[src/core/tic_pkg.sv]
// Constants, register map and state carrier for the time interval counter control.
// Assumes a single 40 MHz clock and a plain one-cycle register port from software.
// What this block does
// RL1: Hour wraps at 23 or 255 by select.
// RL2: Two-bit field picks interval counting unit.
// RL3: Single mode timeout clears interval enable.
// RL4: Repeat mode reloads and restarts after timeout.
// RL5: Match with compare sets sticky interrupt flag.
// RL6: Interval counter counts only while enabled.
// RL7: Clock enable low freezes time and interval counters; the divider is cleared.
// RL8: Clock enable low restores last written values.
// RL9: Software writes time while clock disabled.
// RL10: Control bit seven ignored, reads zero.
// RL11: Interval counts per selected unit, zero on enable.
// RL12: Sub-second wraps 127, seconds minutes 59.
package tic_pkg;
	localparam int ADDR_W = 3;
	localparam logic [2:0] OFS_CONTROL = 3'h0;
	localparam logic [2:0] OFS_SUBSEC = 3'h1;
	localparam logic [2:0] OFS_SEC = 3'h2;
	localparam logic [2:0] OFS_MIN = 3'h3;
	localparam logic [2:0] OFS_HOUR = 3'h4;
	localparam logic [2:0] OFS_COMPARE = 3'h5;
	localparam logic [2:0] OFS_INTERVAL = 3'h6;
	localparam int BIT_CLK_EN = 0;
	localparam int BIT_INT_EN = 1;
	localparam int BIT_FLAG = 2;
	localparam int BIT_SINGLE = 3;
	localparam int BIT_TB_LO = 4;
	localparam int BIT_TB_HI = 5;
	localparam int BIT_TFH = 6;
	localparam logic [7:0] CONTROL_RESET = 8'h00;
	localparam logic [7:0] CONTROL_MASK = 8'h7f;
	localparam logic [1:0] TB_SUBSEC = 2'h0;
	localparam logic [1:0] TB_SEC = 2'h1;
	localparam logic [1:0] TB_MIN = 2'h2;
	localparam logic [1:0] TB_HOUR = 2'h3;
	localparam logic [7:0] SUBSEC_LAST = 8'h7f;
	localparam logic [7:0] SEC_LAST = 8'h3b;
	localparam logic [7:0] MIN_LAST = 8'h3b;
	localparam logic [7:0] HOUR_LAST_24 = 8'h17;
	localparam logic [7:0] HOUR_LAST_FULL = 8'hff;
	localparam int CLK_HZ = 40000000;
	localparam int TICKS_PER_SEC = 128;
	localparam int SUBSEC_DIV = CLK_HZ / TICKS_PER_SEC;
	typedef struct packed {
		logic [ADDR_W-1:0] addr;
		logic [7:0] wdata;
		logic wr;
		logic rd;
	} tic_bus_s;
	typedef struct packed {
		logic [7:0] control;
		logic [7:0] subsec;
		logic [7:0] sec;
		logic [7:0] min;
		logic [7:0] hour;
		logic [7:0] w_subsec;
		logic [7:0] w_sec;
		logic [7:0] w_min;
		logic [7:0] w_hour;
		logic [7:0] compare;
		logic [7:0] interval;
		logic [31:0] div;
		logic [7:0] rdata;
		logic tick_out;
	} tic_state_s;
endpackage

[src/core/tic_top.sv]
// Time interval counter: time-of-day chain, interval counter and control register.
// Assumes software drives the one-cycle register port synchronously to SYS_CLK.
`timescale 1ns/1ps
module tic_top #(
	parameter int DIVIDE = tic_pkg::SUBSEC_DIV
) (
	input wire logic SYS_CLK,
	input wire logic SYS_RST,
	input wire logic [tic_pkg::ADDR_W-1:0] ADDR,
	input wire logic [7:0] WDATA,
	input wire logic WR,
	input wire logic RD,
	output logic [7:0] RDATA,
	output logic INTERVAL_FLAG,
	output logic SUBSEC_TICK
);
	import tic_pkg::*;
	tic_bus_s bus;
	tic_state_s s_reg;
	tic_state_s s_next;
	assign bus = '{addr: ADDR, wdata: WDATA, wr: WR, rd: RD};
	assign RDATA = s_reg.rdata;
	assign INTERVAL_FLAG = s_reg.control[BIT_FLAG];
	assign SUBSEC_TICK = s_reg.tick_out;

	always_comb begin
		logic run;
		logic tick;
		logic c_sec;
		logic c_min;
		logic c_hour;
		logic unit;
		logic match;
		logic [7:0] hour_last;
		run = 1'b0;
		tick = 1'b0;
		c_sec = 1'b0;
		c_min = 1'b0;
		c_hour = 1'b0;
		unit = 1'b0;
		match = 1'b0;
		hour_last = 8'h00;
		s_next = s_reg;
		s_next.tick_out = 1'b0;
		run = s_reg.control[BIT_CLK_EN];
		// The divider is cleared while stopped so the first tick after enable is a full period.
		if (run) begin //RL7
			if (s_reg.div >= 32'(DIVIDE - 1)) begin
				s_next.div = 32'h0;
				tick = 1'b1;
			end else begin
				s_next.div = s_reg.div + 32'h1;
			end
		end else begin
			s_next.div = 32'h0;
		end
		s_next.tick_out = tick;
		hour_last = s_reg.control[BIT_TFH] ? HOUR_LAST_24 : HOUR_LAST_FULL; //RL1
		if (tick) begin //RL12
			c_sec = (s_reg.subsec >= SUBSEC_LAST);
			s_next.subsec = c_sec ? 8'h00 : s_reg.subsec + 8'h01;
			if (c_sec) begin
				c_min = (s_reg.sec >= SEC_LAST);
				s_next.sec = c_min ? 8'h00 : s_reg.sec + 8'h01;
			end
			if (c_min) begin
				c_hour = (s_reg.min >= MIN_LAST);
				s_next.min = c_hour ? 8'h00 : s_reg.min + 8'h01;
			end
			if (c_hour) begin
				s_next.hour = (s_reg.hour >= hour_last) ? 8'h00 : s_reg.hour + 8'h01; //RL1
			end
		end
		case (s_reg.control[BIT_TB_HI:BIT_TB_LO]) //RL2
			TB_SUBSEC: unit = tick;
			TB_SEC: unit = c_sec;
			TB_MIN: unit = c_min;
			TB_HOUR: unit = c_hour;
			default: unit = 1'b0;
		endcase
		if (!s_reg.control[BIT_INT_EN]) begin
			s_next.interval = 8'h00; //RL11
		end else if (unit) begin //RL6
			if (s_reg.interval + 8'h01 == s_reg.compare) begin
				match = 1'b1; //RL5
				s_next.interval = 8'h00; //RL4
				if (s_reg.control[BIT_SINGLE]) begin
					s_next.control[BIT_INT_EN] = 1'b0; //RL3
				end
			end else begin
				s_next.interval = s_reg.interval + 8'h01; //RL11
			end
		end
		if (bus.wr) begin
			case (bus.addr)
				OFS_CONTROL: begin
					s_next.control = bus.wdata & CONTROL_MASK; //RL10
					// Flag can only be cleared by software; a match in the same cycle still sets it.
					s_next.control[BIT_FLAG] = s_reg.control[BIT_FLAG] & bus.wdata[BIT_FLAG];
					if (bus.wdata[BIT_INT_EN] && !s_reg.control[BIT_INT_EN]) begin
						s_next.interval = 8'h00; //RL11
					end
					if (!bus.wdata[BIT_CLK_EN]) begin //RL8
						s_next.subsec = s_reg.w_subsec;
						s_next.sec = s_reg.w_sec;
						s_next.min = s_reg.w_min;
						s_next.hour = s_reg.w_hour;
					end
				end
				OFS_SUBSEC: begin //RL9
					s_next.w_subsec = bus.wdata;
					s_next.subsec = bus.wdata;
				end
				OFS_SEC: begin
					s_next.w_sec = bus.wdata;
					s_next.sec = bus.wdata;
				end
				OFS_MIN: begin
					s_next.w_min = bus.wdata;
					s_next.min = bus.wdata;
				end
				OFS_HOUR: begin
					s_next.w_hour = bus.wdata;
					s_next.hour = bus.wdata;
				end
				OFS_COMPARE: s_next.compare = bus.wdata;
				default: s_next.compare = s_next.compare;
			endcase
		end
		if (match) begin
			s_next.control[BIT_FLAG] = 1'b1; //RL5
		end
		s_next.rdata = 8'h00;
		if (bus.rd) begin
			case (bus.addr)
				OFS_CONTROL: s_next.rdata = s_reg.control & CONTROL_MASK; //RL10
				OFS_SUBSEC: s_next.rdata = s_reg.subsec;
				OFS_SEC: s_next.rdata = s_reg.sec;
				OFS_MIN: s_next.rdata = s_reg.min;
				OFS_HOUR: s_next.rdata = s_reg.hour;
				OFS_COMPARE: s_next.rdata = s_reg.compare;
				OFS_INTERVAL: s_next.rdata = s_reg.interval;
				default: s_next.rdata = 8'h00;
			endcase
		end
	end

	always_ff @(posedge SYS_CLK) begin
		if (SYS_RST) begin
			s_reg <= '0;
			s_reg.control <= CONTROL_RESET;
		end else begin
			s_reg <= s_next;
		end
	end
endmodule

[config.mk]
export PLATFORM = sky130hd
export DESIGN_NAME = tic_top
export DESIGN_NICKNAME = d
export VERILOG_FILES = /design/src/core/tic_pkg.sv /design/src/core/tic_top.sv
export SDC_FILE = /design/constraint.sdc
export NUM_CORES = 1
export LEC_CHECK = 0
export BUFFER_PORTS_ARGS = -buffer_cell sky130_fd_sc_hd__buf_2
export CAP_MARGIN = 30
export CORE_AREA = 8 8 157 159
export CTS_CLUSTER_DIAMETER = 120
export CTS_CLUSTER_SIZE = 40
export DETAILED_ROUTE_END_ITERATION = 7
export DIE_AREA = 0 0 165 167
export PLACE_DENSITY_LB_ADDON = 0.08
export SKIP_LAST_GASP = 1
export SLEW_MARGIN = 5
export SYNTH_ARGS = -nofsm -noshare
export SYNTH_HDL_FRONTEND = slang
export SYNTH_SLANG_ARGS = --single-unit
[constraint.sdc]
create_clock -name SYS_CLK -period 2.14 [get_ports SYS_CLK]
set_clock_uncertainty 0.05 [all_clocks]
set_input_delay 0.107 -clock SYS_CLK [delete_from_list [all_inputs] [get_ports SYS_CLK]]
set_output_delay 0.107 -clock SYS_CLK [all_outputs]
set_load 0.005 [all_outputs]
==> summary.txt <==
Global routing
  • GRT Overall Usage: 0.167
  • Antenna violations before repair: 0
  • Most used routing layer: met2
  • GRT met3 Usage: 0.0417
  • Met1 Resource Use GR: 0.223
  • Largest net degree at the start of global routing: 27
  • M2 GR Usage: 0.255
  • Vias in the first global route: 6,437
  • First-pass GRT wire length: 35,900 um
  • Total grt overflow: 0

Cells and area
  • FILL cells: 2,275
  • Layout Utilization: 0.394
  • Area grow syn2layout: 34.1%
  • Max reg flops: 118
  • Sequential standard cell area: 2580 um^2
  • # nets final: 962
  • Multi-input logic area: 4040 um^2
  • Fin area: 8770 um^2
  • Antenna cells: 0
  • Ratio of cells with drive above 1 in the final layout: 0.281

STA
  • Max-slew violations: 0
  • Final hold viol count: 0
  • Fmax: 454 MHz
  • Tmin final: 2.20 ns
  • RSZ-0062 raised after global routing: true
  • Fin crit share: 1.03
  • Setup TNS: -0.381 ns
  • Final setup vio count: 14
  • Setup slack after layout: -0.0622 ns

Critical path
  • Crit path required time: 2.42 ns
  • Crit Path Max Fanout: 6
  • CP Class: flip-flop to flip-flop
  • CP startpoint kind: flip-flop
  • Crit end category: flip-flop
  • Data arrival, critical path: 2.48 ns

Logic synthesis
  • Synth Area in Adders: 0.0191
  • Number of synthesized flops with an enable pin: 0
  • Synth Area in Simple Gates: 0.231
  • Synthesized area: 6540 um^2
  • Synth async-reset ratio: 0
  • Top_reg_cell synth: dfxtp_1
  • Yosys warns: 0
  • Synth cell types: 78
  • #FFs+latches synth: 128
  • Synth Area in Compound Gates: 0.229
  • Synth Instances: 813
  • Largest family of logic cells by synthesized area: simple AND/OR/NAND/NOR gates
  • Mean post-synth cell area: 8.04 um^2
  • Post-synthesis mux area share: 0.0392
  • Sequential-to-total area share from yosys stat: 0.392
  • Post-Synth XOR/XNOR Area: 0.0375

Clocking
  • CTS tree: yes
  • CTS sink count: 128
  • Max Root-Sink Buffers: 2
  • Num CTS Buffers: 17
  • Worst skew pair latency: 0.42 ns
  • Clk slew on worst S/H paths: 0.06 ns
  • Root Driver: clkbuf_16
  • H-tree levels: 4

Routing
  • First-pass iteration count of the detailed router: 5
  • Routed wire length per instance: 18.2 um
  • Routed wire length: 22,500 um
  • Via count: 6,383
  • Routed vias/inst: 5.17
  • DRT iter0 DRCs: 449
  • DRC violations left: 0
  • Post-route ant nets: 0

Floorplanning
  • Initial core utilization: 0.294
  • Die height: 167 um
  • Rows: 55
  • Die width: 165 um
  • Top-Level Pins: 25
  • Core box area: 22,200 um^2
  • Die Area: 27,600 um^2

Min path
  • Hold Path Class: input port to flip-flop

Pwr
  • Int Pwr: 4.40 mW
  • Clock power frac: 0.503
  • Power, Total: 5.95 mW
  • Pwr per Cell Area: 679 nW/um^2
  • Sw Share: 0.260
  • Leak: 3.27 nW
  • Seq pwr share: 0.416
  • Peak VDD IR: 0.346 mV
  • Net Sw Power: 1.55 mW
  • Combinational share of power: 0.081

Placement
  • Port bufs: 24
  • Detail Placement HPWL: 15,900 um
  • Placer Congestion: 0.836
  • DP Area: 7580 um^2

Flow run
  • Max_cap viols: 0

Outcome
  • Status: complete, but fails checks
  • Failing checks: setup timing
## metrics by stage
step           setup WS, ns  instances  hold slack (ns)
2_1_floorplan       -0.0111        825            0.193
3_3_place_gp         -0.166       1180            0.390
3_5_place_dp         -0.244       1180            0.395
4_1_cts              -0.136       1229           0.0260
5_1_grt              -0.184       1235           0.0457
6_report            -0.0622       1235           0.0398
## synth_stat cells (all sizes together), types with 4 or more instances
| master | count | area [um^2] |
|---|---|---|
| inv | 12 | 45.0 |
| mux2 | 7 | 78.8 |
| a32oi | 6 | 52.6 |
| nand2b | 4 | 25.0 |
| ha | 10 | 125 |
| o21ai | 36 | 180 |
| mux2i | 11 | 110 |
| nand3b | 6 | 45.0 |
| buf | 20 | 131 |
| nand3 | 28 | 140 |
| a21oi | 89 | 445 |
| nand4 | 10 | 62.6 |
| xnor2 | 11 | 96.3 |
| nand2 | 144 | 543 |
| dfxtp | 128 | 2560 |
| nor4 | 4 | 31.3 |
| o41ai | 5 | 43.8 |
| and3 | 18 | 115 |
| a211oi | 9 | 72.6 |
| nor2 | 74 | 278 |
| clkbuf | 37 | 160 |
| a31o | 5 | 43.8 |
| a31oi | 13 | 81.3 |
| or3 | 4 | 25.0 |
| nor3 | 12 | 60.1 |
| a21boi | 10 | 75.1 |
| a221oi | 12 | 105 |
| xor2 | 17 | 149 |
| nor2b | 6 | 37.5 |
| o22ai | 7 | 43.8 |
| and2 | 5 | 31.3 |
## critical path: stages (launching register included)
cell	delay [ns]
dfxtp_1	0.33
ha_2	0.18
and3_4	0.18
a41o_1	0.22
nand2_2	0.09
a211oi_4	0.25
buf_12	0.16
nor3b_4	0.17
buf_6	0.15
a31oi_1	0.08
a221oi_1	0.23
## kinds of logic after synthesis
logic type	count (synthesis)
muxes	21
xor gates and xnor gates	28
AOI/OAI and AO/OA	227
buffers and inverters	70
and+or+nand+nor	328
adders and majority gates	10
DFF	128
other	1
## worst paths after layout
check,startpoint,end,slack [ns],cells past startpoint
worst max-delay path,s_reg[114],s_reg[94],-0.06,10
worst min-delay path,WDATA[1],s_reg[58],0.04,3
worst max register to register,s_reg[114],s_reg[94],-0.06,10
worst min register to register,s_reg[67],s_reg[67],0.40,2
## per-layer routing
metal,vias up,wire length (um)
met1,3049,10800
met2,143,10300
met5,-,0
met4,0,505
li1,3159,-
met3,32,905
## power groups by stage
| stage | sequential, mW | combinational (mW) | clock [mW] |
|---|---|---|---|
| after floorplan | 2.52 | 0.259 | 0 |
| after global placement | 2.52 | 0.446 | 0 |
| after detailed placement | 2.53 | 0.450 | 0 |
| after CTS | 2.47 | 0.465 | 3.08 |
| after global routing | 2.48 | 0.527 | 3.21 |
| final | 2.48 | 0.483 | 2.99 |
## final cells by class
cell class                 count  area share
tap                          285      0.0407
clock buffer                  18      0.0501
inverter                      13     0.00557
timing repair buffer         149       0.129
sequential                   128       0.294
multi-input combinational    628       0.460
clock inverter                14      0.0194
## repair_timing
item / in CTS / in global routing
cloned: 3 / 0
pin swaps: 28 / 28
setup buffers: 13 / 8
setup endpoints to repair: 28 / 61
endpoints found under the hold margin: 1 / 0
hold buffers: 1 / 0
gates resized for setup: 43 / 51
## cell usage in the layout (no fill, tap or decap), types with 5 or more instances in the layout
cell / count
clkinv_4: 5
inv_1: 12
clkbuf_16: 17
buf_6: 11
dfxtp_2: 9
nor2b_1: 6
and3_1: 15
o21ai_1: 5
conb_1: 13
dfxtp_1: 117
ha_1: 7
nor3_1: 10
nand3b_1: 6
nand4_1: 10
a221oi_1: 7
mux2i_1: 10
o22ai_1: 7
o41ai_1: 5
a31oi_1: 12
nand3_1: 25
a21boi_0: 10
a31o_2: 5
inv_6: 5
a32oi_1: 6
xor2_1: 16
a211oi_1: 6
mux2_2: 6
a221oi_2: 5
buf_4: 110
a21oi_2: 6
a21oi_1: 82
o21ai_0: 29
nand2_1: 139
buf_2: 24
xnor2_1: 9
nor2_1: 72
Note: power is estimated with default switching activity, not from simulation.
